[config.mk]
export PLATFORM = sky130hd
export DESIGN_NAME = flash_host_ctrl
export DESIGN_NICKNAME = d
export VERILOG_FILES = /design/src/inc/flash_host_pkg.sv /design/src/rtl/flash_host_ctrl.sv
export VERILOG_INCLUDE_DIRS = /design/src /design/src/inc
export SDC_FILE = /design/constraint.sdc
export NUM_CORES = 1
export LEC_CHECK = 0
export BUFFER_PORTS_ARGS = -buffer_cell sky130_fd_sc_hd__buf_2
export CAP_MARGIN = 15
export CORE_ASPECT_RATIO = 0.7
export CORE_MARGIN = 4
export CORE_UTILIZATION = 30
export DETAILED_ROUTE_END_ITERATION = 7
export PLACE_DENSITY = 0.46
export SLEW_MARGIN = 30
export SYNTH_ARGS = -nofsm -noshare
export SYNTH_HDL_FRONTEND = slang
export SYNTH_SLANG_ARGS = --single-unit
[constraint.sdc]
create_clock -name clk -period 6.25 [get_ports clk]
set_input_delay 0.625 -clock clk [delete_from_list [all_inputs] [get_ports clk]]
set_output_delay 0.625 -clock clk [all_outputs]
set_load 0.005 [all_outputs]
[src/inc/flash_host_defs.svh]
// Purpose: Constants of the flash host controller
// Assumes: 100 MHz clock, 10 ns period
// Notes: Times in ns
`ifndef FLASH_HOST_DEFS_SVH
`define FLASH_HOST_DEFS_SVH

`define FH_CLK_NS 10
// Register byte offsets
`define FH_OFS_CTRL 8'h00
`define FH_OFS_ADDR 8'h04
`define FH_OFS_WDATA 8'h08
`define FH_OFS_STATUS 8'h0c
`define FH_OFS_RDATA 8'h10
// CTRL fields
`define FH_CTRL_OP_LSB 0
`define FH_CTRL_GO_BIT 4
`define FH_CTRL_ACCEL_BIT 8
// STATUS fields
`define FH_ST_BUSY_BIT 0
`define FH_ST_RDY_BIT 1
`define FH_ST_FAIL_BIT 2
`define FH_ST_SECT_LSB 8
`define FH_ST_GROUP_LSB 16
// Failure flag bit of the data bus
`define FH_FAIL_BIT 5
// Reset command byte
`define FH_CMD_RESET 8'hf0
// Reset values
`define FH_RST_ADDR 22'h000000
`define FH_RST_WDATA 8'h00
// Timing (least times, rounded up)
`define FH_T_SETUP_NS 10
`define FH_T_ACC_NS 90
`define FH_T_WP_NS 40
`define FH_T_PROT_NS 1000
`define FH_T_REC_NS 20
`define FH_T_RP_NS 500
`define FH_CYC(ns) (((ns) + `FH_CLK_NS - 1) / `FH_CLK_NS)

`endif

[src/inc/flash_host_pkg.sv]
// Purpose: Types shared by the flash host controller
// Assumes: Nothing
// Notes: Constants live in flash_host_defs.svh
package flash_host_pkg;

    typedef enum logic [2:0] {
        OP_READ = 3'b000,
        OP_WRITE = 3'b001,
        OP_HW_RESET = 3'b010,
        OP_RESET_CMD = 3'b011,
        OP_PROTECT = 3'b100,
        OP_UNPROTECT = 3'b101,
        OP_LOCK_VERIFY = 3'b110,
        OP_ID_READ = 3'b111
    } op_e;

    typedef enum logic [2:0] {
        ST_IDLE = 3'b000,
        ST_SETUP = 3'b001,
        ST_ACTIVE = 3'b010,
        ST_RECOVER = 3'b011,
        ST_RESET = 3'b100
    } st_e;

    typedef struct packed {
        logic [21:0] address;
        logic [7:0] data_out;
        logic data_oe;
        logic cs_n;
        logic we_n;
        logic oe_n;
        logic reset_n;
        logic reset_hv;
        logic a9_hv;
    } flash_pins_s;

endpackage

[src/rtl/flash_host_ctrl.sv]
// Purpose: Pin-level host controller of a 4M x 8 parallel flash
// Assumes: Flash inputs synchronous to clk
// Notes: Software sequences flash commands
//
// Summary of operation
// RULE_01: 64 sectors of 64KB; sector index is address bits 21..16.
// RULE_02: Eighteen groups: 0, 1-3, then fours, 60-62, 63.
// RULE_03: Flash refuses program or erase in a protected group.
// RULE_04: Protect: reset hv, CS WE low, OE high, A6 0 A1 1 A0 0; A6 1 unprotects.
// RULE_05: Reset pin low: flash to read mode, data bus floats.
// RULE_06: CS OE low, WE high: addressed byte after access time.
// RULE_07: CS or OE high leaves flash outputs tri-stated.
// RULE_08: Command cycles hold WE and CS low with OE high.
// RULE_09: Address latched on later falling edge of CS or WE.
// RULE_10: Data latched on earlier rising edge of CS or WE.
// RULE_11: Host issues only defined command sequences.
// RULE_12: Read-array mode after power-up or any reset.
// RULE_13: Read-array mode once program or erase completes.
// RULE_14: Erase suspend halts erase within latency, enters read-array.
// RULE_15: During suspend, reads of the erasing sector return status.
// RULE_16: Program in erase suspend allowed; other sectors stay readable.
// RULE_17: On failure data bit 5 rises; host must send reset command.
// RULE_18: Auto-select or query mode blocks array reads until reset command.
// RULE_19: Acceleration input at high voltage speeds programming.
// RULE_20: High voltage on acceleration input unprotects every sector.
// RULE_21: Reset pin at high voltage lifts group protection.
// RULE_22: Lock check with A9 high voltage returns 00h unprotected, 01h protected.
// RULE_23: A9 high voltage, A6 A1 low gives maker code, A0 high device code.
// RULE_24: Hard reset during busy keeps ready/busy low until read mode.
// RULE_25: Flash ignores reset command while program or erase runs.
// RULE_26: Reset command F0 returns flash to read-array mode.
// RULE_27: High-voltage levels are qualifier signals, not logic high.
// RULE_28: Flash drives ready/busy to show program or erase progress.
`timescale 1ns/1ps
`include "flash_host_defs.svh"

module flash_host_ctrl
    import flash_host_pkg::*;
#(
    parameter logic [7:0] SETUP_CYC = 8'(`FH_CYC(`FH_T_SETUP_NS)),
    parameter logic [7:0] ACC_CYC = 8'(`FH_CYC(`FH_T_ACC_NS)),
    parameter logic [7:0] WP_CYC = 8'(`FH_CYC(`FH_T_WP_NS)),
    parameter logic [7:0] PROT_CYC = 8'(`FH_CYC(`FH_T_PROT_NS)),
    parameter logic [7:0] REC_CYC = 8'(`FH_CYC(`FH_T_REC_NS)),
    parameter logic [7:0] RP_CYC = 8'(`FH_CYC(`FH_T_RP_NS))
) (
    input wire logic clk,
    input wire logic reset_n,
    input wire logic [7:0] s_axi_awaddr,
    input wire logic s_axi_awvalid,
    output logic s_axi_awready,
    input wire logic [31:0] s_axi_wdata,
    input wire logic [3:0] s_axi_wstrb,
    input wire logic s_axi_wvalid,
    output logic s_axi_wready,
    output logic [1:0] s_axi_bresp,
    output logic s_axi_bvalid,
    input wire logic s_axi_bready,
    input wire logic [7:0] s_axi_araddr,
    input wire logic s_axi_arvalid,
    output logic s_axi_arready,
    output logic [31:0] s_axi_rdata,
    output logic [1:0] s_axi_rresp,
    output logic s_axi_rvalid,
    input wire logic s_axi_rready,
    output logic [21:0] address_bus,
    output logic [7:0] data_bus_out,
    output logic data_bus_oe,
    input wire logic [7:0] data_bus_in,
    output logic chip_sel_n,
    output logic write_strobe_n,
    output logic output_strobe_n,
    output logic hard_reset_n,
    output logic hard_reset_hv,
    output logic a9_hv,
    output logic accel_program_input,
    input wire logic ready_busy_n
);

    // ------------------------------------------------------------
    // Helpers
    // ------------------------------------------------------------
    function automatic logic [5:0] sector_of(input logic [21:0] a);
        return a[21:16]; // RULE_01
    endfunction

    function automatic logic [4:0] group_of(input logic [21:0] a);
        logic [5:0] s;
        s = a[21:16];
        if (s == 6'h00) return 5'h00; // RULE_02
        else if (s == 6'h3f) return 5'h11;
        else if (s >= 6'h3c) return 5'h10;
        else if (s <= 6'h03) return 5'h01;
        else return 5'(s[5:2]) + 5'h01;
    endfunction

    // Low address bits that pick protect, verify and id patterns
    function automatic logic [21:0] pin_addr(input op_e op, input logic [21:0] a);
        logic [21:0] r;
        r = a;
        case (op)
            OP_PROTECT, OP_LOCK_VERIFY, OP_UNPROTECT: begin
                r[6] = (op == OP_UNPROTECT); // RULE_04
                r[1] = 1'b1;
                r[0] = 1'b0;
            end
            OP_ID_READ: begin
                r[6] = 1'b0;
                r[1] = 1'b0;
            end
            default: r = a;
        endcase
        return r;
    endfunction

    function automatic logic is_write_op(input op_e op);
        return (op == OP_WRITE) || (op == OP_RESET_CMD) || (op == OP_PROTECT)
            || (op == OP_UNPROTECT);
    endfunction

    // ------------------------------------------------------------
    // Register slave
    // ------------------------------------------------------------
    logic aw_got_q, aw_got_d, w_got_q, w_got_d;
    logic [7:0] aw_addr_q, aw_addr_d;
    logic [31:0] w_data_q, w_data_d;
    logic awready_q, awready_d, wready_q, wready_d;
    logic bvalid_q, bvalid_d, arready_q, arready_d, rvalid_q, rvalid_d;
    logic [1:0] bresp_q, bresp_d, rresp_q, rresp_d;
    logic [31:0] rdata_q, rdata_d;
    logic [21:0] addr_q, addr_d;
    logic [7:0] wdat_q, wdat_d;
    logic [2:0] op_q, op_d;
    logic accel_q, accel_d;
    logic start_op;
    logic [7:0] rd_byte_q, rd_byte_d;
    st_e st_q, st_d;

    always_comb begin
        aw_got_d = aw_got_q;
        w_got_d = w_got_q;
        aw_addr_d = aw_addr_q;
        w_data_d = w_data_q;
        bvalid_d = bvalid_q;
        bresp_d = bresp_q;
        rvalid_d = rvalid_q;
        rresp_d = rresp_q;
        rdata_d = rdata_q;
        addr_d = addr_q;
        wdat_d = wdat_q;
        op_d = op_q;
        accel_d = accel_q;
        start_op = 1'b0;
        if (s_axi_awvalid && awready_q) begin
            aw_got_d = 1'b1;
            aw_addr_d = s_axi_awaddr;
        end
        if (s_axi_wvalid && wready_q) begin
            w_got_d = 1'b1;
            w_data_d = s_axi_wdata;
        end
        if (bvalid_q && s_axi_bready) bvalid_d = 1'b0;
        if (aw_got_q && w_got_q && !bvalid_q) begin
            aw_got_d = 1'b0;
            w_got_d = 1'b0;
            bvalid_d = 1'b1;
            bresp_d = 2'b00;
            case (aw_addr_q[7:2])
                `FH_OFS_CTRL >> 2: begin
                    if (w_data_q[`FH_CTRL_ACCEL_BIT] || w_data_q[`FH_CTRL_GO_BIT])
                        accel_d = w_data_q[`FH_CTRL_ACCEL_BIT];
                    // A start while a cycle is running is dropped
                    if (w_data_q[`FH_CTRL_GO_BIT] && st_q == ST_IDLE) begin
                        op_d = w_data_q[`FH_CTRL_OP_LSB +: 3];
                        start_op = 1'b1;
                    end
                end
                `FH_OFS_ADDR >> 2: addr_d = w_data_q[21:0];
                `FH_OFS_WDATA >> 2: wdat_d = w_data_q[7:0];
                `FH_OFS_STATUS >> 2, `FH_OFS_RDATA >> 2: bresp_d = 2'b00;
                default: bresp_d = 2'b10;
            endcase
        end
        if (rvalid_q && s_axi_rready) rvalid_d = 1'b0;
        if (s_axi_arvalid && arready_q) begin
            rvalid_d = 1'b1;
            rresp_d = 2'b00;
            rdata_d = 32'h00000000;
            case (s_axi_araddr[7:2])
                `FH_OFS_CTRL >> 2: begin
                    rdata_d[`FH_CTRL_OP_LSB +: 3] = op_q;
                    rdata_d[`FH_CTRL_ACCEL_BIT] = accel_q;
                end
                `FH_OFS_ADDR >> 2: rdata_d[21:0] = addr_q;
                `FH_OFS_WDATA >> 2: rdata_d[7:0] = wdat_q;
                `FH_OFS_STATUS >> 2: begin
                    rdata_d[`FH_ST_BUSY_BIT] = (st_q != ST_IDLE);
                    rdata_d[`FH_ST_RDY_BIT] = ready_busy_n;
                    rdata_d[`FH_ST_FAIL_BIT] = rd_byte_q[`FH_FAIL_BIT]; // RULE_17
                    rdata_d[`FH_ST_SECT_LSB +: 6] = sector_of(addr_q); // RULE_01
                    rdata_d[`FH_ST_GROUP_LSB +: 5] = group_of(addr_q); // RULE_02
                end
                `FH_OFS_RDATA >> 2: rdata_d[7:0] = rd_byte_q;
                default: rresp_d = 2'b10;
            endcase
        end
        awready_d = !aw_got_d && !bvalid_d;
        wready_d = !w_got_d && !bvalid_d;
        arready_d = !rvalid_d;
    end

    always_ff @(posedge clk or negedge reset_n) begin
        if (!reset_n) begin
            aw_got_q <= 1'b0;
            w_got_q <= 1'b0;
            aw_addr_q <= 8'h00;
            w_data_q <= 32'h00000000;
            awready_q <= 1'b0;
            wready_q <= 1'b0;
            bvalid_q <= 1'b0;
            bresp_q <= 2'b00;
            arready_q <= 1'b0;
            rvalid_q <= 1'b0;
            rresp_q <= 2'b00;
            rdata_q <= 32'h00000000;
            addr_q <= `FH_RST_ADDR;
            wdat_q <= `FH_RST_WDATA;
            op_q <= 3'h0;
            accel_q <= 1'b0;
        end else begin
            aw_got_q <= aw_got_d;
            w_got_q <= w_got_d;
            aw_addr_q <= aw_addr_d;
            w_data_q <= w_data_d;
            awready_q <= awready_d;
            wready_q <= wready_d;
            bvalid_q <= bvalid_d;
            bresp_q <= bresp_d;
            arready_q <= arready_d;
            rvalid_q <= rvalid_d;
            rresp_q <= rresp_d;
            rdata_q <= rdata_d;
            addr_q <= addr_d;
            wdat_q <= wdat_d;
            op_q <= op_d;
            accel_q <= accel_d;
        end
    end

    // ------------------------------------------------------------
    // Pin sequencer
    // ------------------------------------------------------------
    flash_pins_s pins_q, pins_d;
    logic [7:0] cnt_q, cnt_d;
    op_e op_n;
    localparam flash_pins_s PINS_IDLE = '{address: 22'h000000, data_out: 8'h00,
        data_oe: 1'b0, cs_n: 1'b1, we_n: 1'b1, oe_n: 1'b1, reset_n: 1'b1,
        reset_hv: 1'b0, a9_hv: 1'b0};

    always_comb begin
        pins_d = pins_q;
        cnt_d = cnt_q;
        st_d = st_q;
        rd_byte_d = rd_byte_q;
        op_n = op_e'(op_d);
        case (st_q)
            ST_IDLE: begin
                if (start_op) begin
                    pins_d.address = pin_addr(op_n, addr_q);
                    if (op_n == OP_HW_RESET) begin
                        pins_d.reset_n = 1'b0; // RULE_24
                        cnt_d = RP_CYC - 8'h01;
                        st_d = ST_RESET;
                    end else begin
                        pins_d.cs_n = 1'b0;
                        pins_d.reset_hv = (op_n == OP_PROTECT) || (op_n == OP_UNPROTECT); // RULE_27
                        pins_d.a9_hv = (op_n == OP_LOCK_VERIFY) || (op_n == OP_ID_READ); // RULE_27
                        pins_d.data_oe = is_write_op(op_n);
                        // Reset command restores array reads after a fail or id mode
                        pins_d.data_out = (op_n == OP_RESET_CMD) ? `FH_CMD_RESET : wdat_q; // RULE_18
                        cnt_d = SETUP_CYC - 8'h01;
                        st_d = ST_SETUP;
                    end
                end
            end
            ST_SETUP: begin
                if (cnt_q != 8'h00) begin
                    cnt_d = cnt_q - 8'h01;
                end else if (is_write_op(op_e'(op_q))) begin
                    pins_d.we_n = 1'b0; // RULE_08
                    cnt_d = (pins_q.reset_hv ? PROT_CYC : WP_CYC) - 8'h01;
                    st_d = ST_ACTIVE;
                end else begin
                    pins_d.oe_n = 1'b0;
                    cnt_d = ACC_CYC - 8'h01;
                    st_d = ST_ACTIVE;
                end
            end
            ST_ACTIVE: begin
                if (cnt_q != 8'h00) begin
                    cnt_d = cnt_q - 8'h01;
                end else begin
                    // Data and address stay put past the strobe release
                    if (!pins_q.oe_n) rd_byte_d = data_bus_in;
                    pins_d.we_n = 1'b1;
                    pins_d.oe_n = 1'b1;
                    cnt_d = REC_CYC - 8'h01;
                    st_d = ST_RECOVER;
                end
            end
            ST_RESET: begin
                if (cnt_q != 8'h00) begin
                    cnt_d = cnt_q - 8'h01;
                end else begin
                    pins_d.reset_n = 1'b1;
                    cnt_d = REC_CYC - 8'h01;
                    st_d = ST_RECOVER;
                end
            end
            ST_RECOVER: begin
                if (cnt_q != 8'h00) begin
                    cnt_d = cnt_q - 8'h01;
                end else begin
                    pins_d = PINS_IDLE;
                    pins_d.address = pins_q.address;
                    st_d = ST_IDLE;
                end
            end
            default: begin
                pins_d = PINS_IDLE;
                st_d = ST_IDLE;
            end
        endcase
    end

    always_ff @(posedge clk or negedge reset_n) begin
        if (!reset_n) begin
            pins_q <= PINS_IDLE;
            cnt_q <= 8'h00;
            st_q <= ST_IDLE;
            rd_byte_q <= 8'h00;
        end else begin
            pins_q <= pins_d;
            cnt_q <= cnt_d;
            st_q <= st_d;
            rd_byte_q <= rd_byte_d;
        end
    end

    assign s_axi_awready = awready_q;
    assign s_axi_wready = wready_q;
    assign s_axi_bvalid = bvalid_q;
    assign s_axi_bresp = bresp_q;
    assign s_axi_arready = arready_q;
    assign s_axi_rvalid = rvalid_q;
    assign s_axi_rresp = rresp_q;
    assign s_axi_rdata = rdata_q;
    assign address_bus = pins_q.address;
    assign data_bus_out = pins_q.data_out;
    assign data_bus_oe = pins_q.data_oe;
    assign chip_sel_n = pins_q.cs_n;
    assign write_strobe_n = pins_q.we_n;
    assign output_strobe_n = pins_q.oe_n;
    assign hard_reset_n = pins_q.reset_n;
    assign hard_reset_hv = pins_q.reset_hv;
    assign a9_hv = pins_q.a9_hv;
    assign accel_program_input = accel_q;
endmodule

=== After elaboration in Yosys (flattened, before gate mapping) ===
Index checks and enable logic that the tools add are counted.

* Output and inout bits: 79
* Bits of input ports: 68
* Flip-flop bits (word level): 153
* Word-level logic and storage cells: 183

* Reductions and logical operators: 49
* $lt $le $gt $ge: 2
* $add $sub $neg: 3
* Muxes and demuxes: 60
* Bitwise logic cells: 6
* Eq/ne operators: 35

{| class="wikitable"
|+ Operators by type and width
! cell !! count
|-
| $pmux W32 S3 || 1
|-
| $mux W8 || 6
|-
| $mux W32 || 1
|-
| $pmux W8 S4 || 1
|-
| $mux W3 || 9
|-
| $eq A6 B2 Y1 const B || 4
|-
| $eq A3 B3 Y1 const B || 7
|-
| $mux W5 || 4
|-
| $ne A2 B2 Y1 const B || 10
|-
| $pmux W5 S2 || 2
|-
| $logic_not A6 Y1 || 3
|-
| $mux W1 || 17
|-
| $eq A3 B2 Y1 const B || 5
|-
| $mux W15 || 1
|-
| $pmux W3 S5 || 1
|-
| $pmux W5 S3 || 1
|-
| $reduce_and A5 Y1 || 3
|-
| $eq A6 B1 Y1 const B || 2
|-
| $eq A6 B3 Y1 const B || 2
|-
| $mux W2 || 6
|-
| $pmux W3 S4 || 1
|-
| $reduce_and A3 Y1 || 4
|-
| $logic_and A1 B1 Y1 || 10
|-
| $mux W10 || 1
|-
| 27 further kinds || 53
|}

=== Depth between registers and ports, before layout ===
Gate-level depths: netlist (run 1).

* Word-level depth: 12
* Gate-level depth with buffers: 8
* Mapped depth without buffers: 7

=== Worst setup path after synthesis (run 1) ===
No wires, ideal clock.

* Path kind: input port to flip-flop
* Start point: input port s_axi_araddr[5]
* End point: register rdata_q[0] (netlist: s_axi_rdata[0])
* Data required time: 6.185 ns
* Data arrival time: 1.990 ns
* Stages on the path: 7
* Setup slack: 4.196 ns
* Setup time: 0.065 ns
* Path buffers: 2
* Cell sequence: or4_1 buf_2 nor3b_2 buf_4 a221oi_1 o21ai_1 o21a_1

* Word-level cells in the longest chain between the ends: 2
* Elaborated cells on any way between the ends: 6
* Classes of those cells: 4 x eq/ne; 1 x mux; 1 x reduce/logical

{| class="wikitable"
|+ RTL lines
! what !! line !! RTL
|-
| from (decl) || flash_host_ctrl.sv:59 || <nowiki>input wire logic [7:0] s_axi_araddr,</nowiki>
|-
| $eq A6 B3 Y1 (tied with other cells) || flash_host_ctrl.sv:189 || <nowiki>case (s_axi_araddr[7:2])</nowiki>
|-
| $pmux W3 S5 * || flash_host_ctrl.sv:189 ||
|-
| to (signal assigned) || flash_host_ctrl.sv:242 || <nowiki>rdata_q <= rdata_d;</nowiki>
|-
| to (decl) || flash_host_ctrl.sv:130 || <nowiki>logic [31:0] rdata_q, rdata_d;</nowiki>
|}

Mark *: on every way between the ends. The rest lies on a longest branch, timed or not.
A chain may end at the register's enable or synchronous reset.

=== Final worst setup path (run 1) ===
* Start point: register aw_addr_q[3]
* End point: register pins_q (netlist bit data_bus_oe)

* Word-level cells in the longest chain between the ends: 10
* Elaborated cells on any way between the ends: 19
* Classes of those cells: 7 x eq/ne; 7 x mux; 5 x reduce/logical

{| class="wikitable"
|+ RTL lines
! what !! line !! RTL
|-
| from (decl) || flash_host_ctrl.sv:125 || <nowiki>logic [7:0] aw_addr_q, aw_addr_d;</nowiki>
|-
| from (signal assigned) || flash_host_ctrl.sv:233 || <nowiki>aw_addr_q <= aw_addr_d;</nowiki>
|-
| $logic_not A6 Y1 * || flash_host_ctrl.sv:168 || <nowiki>case (aw_addr_q[7:2])</nowiki>
|-
| $mux W3 || flash_host_ctrl.sv:168 ||
|-
| $mux W3 || flash_host_ctrl.sv:163 || <nowiki>if (aw_got_q && w_got_q && !bvalid_q) begin</nowiki>
|-
| $eq A3 B1 Y1 / $eq A3 B2 Y1 (equally long branches) || flash_host_ctrl.sv:117 || <nowiki>return (op == OP_WRITE) || (op == OP_RESET_CMD) || (op == OP_PROTECT)</nowiki>
|-
| $logic_or A1 B1 Y1 (2 in series) || flash_host_ctrl.sv:117 ||
|-
| $logic_or A1 B1 Y1 || flash_host_ctrl.sv:118 || <nowiki>|| (op == OP_UNPROTECT);</nowiki>
|-
| $mux W10 || flash_host_ctrl.sv:270 || <nowiki>if (op_n == OP_HW_RESET) begin</nowiki>
|-
| $mux W32 || flash_host_ctrl.sv:268 || <nowiki>if (start_op) begin</nowiki>
|-
| $pmux W32 S3 || flash_host_ctrl.sv:266 || <nowiki>case (st_q)</nowiki>
|-
| to (signal assigned) || flash_host_ctrl.sv:343 || <nowiki>pins_q <= pins_d;</nowiki>
|-
| to (decl) || flash_host_ctrl.sv:253 || <nowiki>flash_pins_s pins_q, pins_d;</nowiki>
|}

Mark *: on every way between the ends. The rest lies on a longest branch, timed or not. The select of a mux whose other input is x is not followed.

==> results.py, run 1 <==
metrics = {
    "floorplan": {
        "die_y_um": 134,
        "die-area_um2": 25100,
        "io_pins": 147,
        "row_count": 45,
        "initial_utilization": 0.308,
        "core_area_um2": 22000,
        "die_w_um": 188,
    },
    "synth": {
        "yosys_warnings": 0,
        "synth_edf_count": 0,
        "synth_ff_type": "dfrtp_1",
        "ys_seq_elements": 149,
        "ys_async_sr_fraction": 1.00,
        "syn_inst": 613,
        "netlist_area_um2": 6770,
        "ys_seq_area_frac": 0.551,
        "synthDistinctLibCells": 73,
        "synth.avg_cell_area_um2": 11.0,
    },
    "critical_path": {
        "arrival_ns": 2.67,
        "r2r_start": "aw_addr_q[3]",
        "crit_type": "flip-flop to flip-flop",
        "cp-end-kind": "flip-flop",
        "required_ns": 6.55,
        "worstSetupStartpointType": "flip-flop",
        "crit_start": "aw_addr_q[3]",
        "path_max_fanout": 22,
    },
    "routing": {
        "wire_per_inst_um": 18.5,
        "vias_per_cell": 5.08,
        "vias": 5159,
        "drt_iter0_drc": 507,
        "first_pass_iters": 6,
        "drc_errors": 0,
        "drtAntennaViolNets": 0,
        "detail_route.wirelength_um": 18800,
    },
    "clock_network": {
        "cts_tree": "yes",
        "cts_setup_buffers": 0,
        "clkTransAtPathRegs_ns": 0.07,
        "root_buffer": "clkbuf_16",
        "htreeDepth": 4,
        "clk_latency_ns": 0.43,
        "cts_resized": 0,
        "hold_buffers": 0,
        "clock_sinks": 149,
        "clock_path_buffers": 2,
        "cts_buffers": 17,
    },
    "sta": {
        "maxSlewViolCount": 0,
        "setup_viol_count_final": 0,
        "slew_headroom": 0.425,
        "hold_viol": 0,
        "layout_min_cycle_time_ns": 2.37,
        "skew_ns": 0.00933,
        "fmax_mhz": 422,
        "fin_tns_setup_ns": 0,
        "tightestPinTransition_ns": 0.862,
        "rsz0062_at_grt": "no",
        "finalCritPeriodShare": 0.379,
    },
    "global_route": {
        "grt_pass1_vias": 5144,
        "use_met2": 0.210,
        "grt_pass1_wl_um": 30100,
        "grt_max_degree": 88,
        "antenna_found_initial": 0,
        "grt_usage": 0.153,
        "grt_use_met3": 0.0432,
        "grt-busiest-layer": "met1",
        "met1_usage": 0.235,
        "overflow": 0,
    },
    "pwr": {
        "ir_worst_vdd_mv": 0.211,
        "powerDensity_nw_per_um2": 424,
        "clkPwrFrac": 0.291,
        "p_leak_nw": 3.89,
        "p_int_mw": 2.18,
        "netSwitchingFraction": 0.368,
        "pwr-share-comb": 0.244,
        "p_switching_mw": 1.27,
        "seqPwrFrac": 0.465,
    },
    "finish": {
        "drive_gt1_frac": 0.286,
        "diodes": 0,
        "fin_util": 0.371,
        "nets": 793,
        "fillers": 2187,
        "area_growth_pct": 20.3,
        "final_common_cell": "dfrtp_1",
        "layout_common_cells": "dfrtp_1, buf_2, nand2_1",
    },
    "placement": {
        "io_buffers": 116,
        "place.gp.congestion": 0.825,
        "hpwlAfterDp_um": 13800,
    },
    "outcome": {
        "outcome": "finished clean",
    },
    "hold_path": {
        "hold_path_class": "input pin to async pin",
    },
    "flow_run": {
        "maxCapViolCount": 0,
    },
}
cells in the mapped netlist, drive strengths merged (7+ instances only):
| cell | count | area, um2 |
|---|---|---|
| dfrtp | 145 | 3630 |
| nand2 | 85 | 322 |
| mux2 | 65 | 732 |
| o21ai | 51 | 255 |
| nand3 | 33 | 165 |
| buf | 24 | 150 |
| nor2 | 24 | 92.6 |
| clkbuf | 22 | 82.6 |
| a21oi | 15 | 78.8 |
| nor3 | 15 | 96.4 |
| inv | 14 | 52.6 |
| a22oi | 12 | 90.1 |
| nor3b | 8 | 70.1 |
| a31oi | 7 | 43.8 |
layout make-up:
type / count / area (um2) / share of cell area
Clock inverter: 15 / 145 / 0.0178
Tap cell: 282 / 353 / 0.0433
Timing Repair Buffer: 123 / 639 / 0.0785
Clock buffer: 17 / 425 / 0.0522
Multi-Input combinational cell: 415 / 2800 / 0.344
Sequential cell: 149 / 3730 / 0.458
Inverter: 14 / 52.6 / 0.00645
metal layers:
metal	vias to the layer above	routed length, um
met1	2570	9670
li1	2423	-
met3	11	1230
met2	155	7720
met4	0	156
met5	-	0
per-stage QoR:
stage	std cells	total power, mW	hold WS, ns	worst slack (ns)	instance area [um2]
floorplan	624	2.10	0.329	4.20	6810
global placement	983	2.42	0.458	3.55	7580
detailed placement	983	2.46	0.463	3.52	7580
CTS	1015	3.48	0.279	3.80	8150
global route	1015	3.67	0.306	3.72	8150
finish	1015	3.45	0.244	3.88	8150
power by group through the flow:
stage	Clock [mW]	Combinational, mW	Sequential (mW)
after global placement	0	0.820	1.60
after floorplan	0	0.669	1.43
after CTS	1.03	0.853	1.60
after detailed placement	0	0.846	1.62
final	1.00	0.843	1.60
after global routing	1.08	0.944	1.65
flip-flops by register name (all words and copies together), names as in the netlist, 3 cells and up:
signal        flops
st_q              3
address_bus      22
s_axi_rdata      22
cnt_q             8
op_q              3
rd_byte_q         8
wdat_q            8
w_data_q         22
addr_q           22
aw_addr_q         6
data_bus_out      8
cell families after synthesis:
group / after synthesis / synth area share
AO/OA/AOI/OAI: 132 / 0.132
XOR/XNOR: 3 / 0.00388
adder cells (fa/ha/maj): 5 / 0.00924
buffers and inverters: 60 / 0.0421
flip-flops: 149 / 0.551
multiplexers: 67 / 0.111
other: 1 / 0.000554
AND/OR/NAND/NOR: 196 / 0.150
critical path, cell delays in order, from the launching register on:
cell and delay, ns:
dfrtp_1 0.47, nor4b_2 0.46, and4_1 0.83, nor3b_1 0.14
nor3_1 0.23, o31ai_1 0.10
final timing paths:
path	end	cells after the start	slack, ns
min reg2reg	s_axi_awready	1	0.48
min in group clk	rd_byte_q[1]	2	0.42
max reg2reg	data_bus_oe	5	3.88
min	w_data_q[10]	1	0.24
max	data_bus_oe	5	3.88
max in group asynchronous	data_bus_out[5]	2	4.62
(Power assumes the default switching activity.)
==> run 2: changes to the inputs <==
Clock period 6.25 ns to 2.4 ns, I/O delays scaled along.
==> run 2 against run 1 <==
Against the previous run: combinational power rose to 2.9 times the previous value; first-iteration DRC count down 22%; power rose to 2.7 times the previous value; critical path depth up 1.
==> results.py, run 2 (synthesis results as in run 1) <==
metrics = {
    "clock_network": {
        "clkTransAtPathRegs_ns": 0.06,
        "root_buffer": "clkbuf_16",
        "clk_latency_ns": 0.43,
        "clock_path_buffers": 2,
        "cts_setup_buffers": 0,
        "cts_tree": "yes",
        "clock_sinks": 149,
        "cts_buffers": 17,
        "htreeDepth": 4,
    },
    "critical_path": {
        "rr_worst_depth": 6,
        "crit_type": "flip-flop to flip-flop",
        "reg2reg_slack_ns": 0.14,
        "path_max_fanout": 10,
        "required_ns": 2.71,
        "path_delay_family": "compound AO/OA/AOI/OAI gates",
        "crit_cells": 6,
        "max_stage_delay_ns": 0.51,
        "crit_chain": "inv_1 > ha_1 > or3b_2 > o31ai_4 > o2bb2ai_2 > a22o_1",
        "critPathSlowestCell": "or3b_2",
        "arrival_ns": 2.57,
        "crit_buf_inv": 1,
        "worstSetupStartpointType": "flip-flop",
        "cp-end-kind": "flip-flop",
    },
    "routing": {
        "first_pass_iters": 5,
        "wire_per_inst_um": 18.8,
        "detail_route.wirelength_um": 19400,
        "drt_iter0_drc": 395,
        "vias": 5205,
        "drtAntennaViolNets": 0,
        "vias_per_cell": 5.03,
        "drc_errors": 0,
    },
    "finish": {
        "nets": 812,
        "drive_gt1_frac": 0.302,
        "fin_area_um2": 8350,
        "diodes": 0,
        "layout_common_cells": "dfrtp_1, buf_2, nand2_1",
        "final_common_cell": "dfrtp_1",
        "area_growth_pct": 23.3,
    },
    "sta": {
        "slew_headroom": 0.555,
        "fin_tns_setup_ns": 0,
        "hold_viol": 0,
        "tightestPinTransition_ns": 0.660,
        "setup_viol_count_final": 0,
        "skew_ns": 0.0128,
        "maxSlewViolCount": 0,
        "rsz0062_at_grt": "no",
        "layout_min_cycle_time_ns": 2.26,
        "fmax_mhz": 442,
        "finalCritPeriodShare": 0.943,
    },
    "global_route": {
        "grt_pass1_vias": 5187,
        "grt_max_degree": 61,
        "grt_usage": 0.157,
        "antenna_found_initial": 0,
        "grt_pass1_wl_um": 30700,
        "overflow": 0,
    },
    "floorplan": {
        "die_w_um": 188,
        "initial_utilization": 0.308,
        "core_area_um2": 22000,
        "io_pins": 147,
        "die-area_um2": 25100,
        "row_count": 45,
        "die_y_um": 134,
    },
    "pwr": {
        "powerDensity_nw_per_um2": 1110,
        "p_leak_nw": 4.00,
        "ir_worst_vdd_mv": 0.536,
        "power_mw": 9.23,
    },
    "hold_path": {
        "hold_path_class": "input pin to flip-flop",
        "hold_path_depth": 2,
    },
    "outcome": {
        "outcome": "finished clean",
    },
    "placement": {
        "place.gp.congestion": 0.826,
        "hpwlAfterDp_um": 14200,
        "io_buffers": 116,
        "placed_cell_area_um2": 7750,
    },
    "flow_run": {
        "maxCapViolCount": 0,
    },
}
[run 2: final cells by class]
cell class | count | area (um2)
clock buffer | 19 | 443
clock inverter | 13 | 144
fill | 2178 | 13600
inverter | 14 | 52.6
multi-input combinational | 415 | 2800
sequential | 149 | 3730
tap | 282 | 353
timing repair buffer | 142 | 822
[run 2: worst register-to-register path, cell delays in order (launching register included)]
cell and delay (ns):
dfrtp_1 0.44, inv_1 0.12, ha_1 0.21, or3b_2 0.51, o31ai_4 0.36, o2bb2ai_2 0.23, a22o_1 0.28
[run 2: per-stage QoR]
step,util,hold WS [ns],setup slack [ns],cells
after floorplan,-,-0.0556,0.419,624
after global placement,0.353,0.267,0.200,1001
after detailed placement,0.353,0.275,0.174,1001
after CTS,0.380,0.0109,0.140,1034
after global routing,0.380,0.0213,0.00121,1034
final,0.380,0.0339,0.136,1034
[run 2: repair_timing]
| action | CTS | global route |
|---|---|---|
| endpoints found under the hold margin | 56 | 0 |
| hold buffers | 1 | 0 |
| setup endpoints to repair | 0 | 1 |
| resized for setup | 0 | 1 |
[run 2: worst paths after layout]
check,startpoint,endpoint
max,cnt_q[0],data_bus_out[3]
min,data_bus_in[1],rd_byte_q[1]
max reg2reg,cnt_q[0],data_bus_out[3]
min reg2reg,s_axi_rresp[1],s_axi_rresp[1]
max in group asynchronous,reset_n,output_strobe_n
min in group asynchronous,reset_n,w_data_q[12]
[run 2: per-layer routing]
metal / up-vias / wire, um / track usage
li1: 2459 / - / -
met1: 2567 / 10100 / 0.243
met2: 159 / 7710 / 0.208
met3: 20 / 1350 / 0.0492
met4: 0 / 246 / 0.0432
met5: - / 0 / 0
[run 2: power by group]
group | total, mW | internal [mW] | switching (mW)
sequential | 4.05 | 3.25 | 0.800
combinational | 2.47 | 1.16 | 1.31
clock | 2.71 | 1.57 | 1.13
total | 9.23 | 5.99 | 3.24
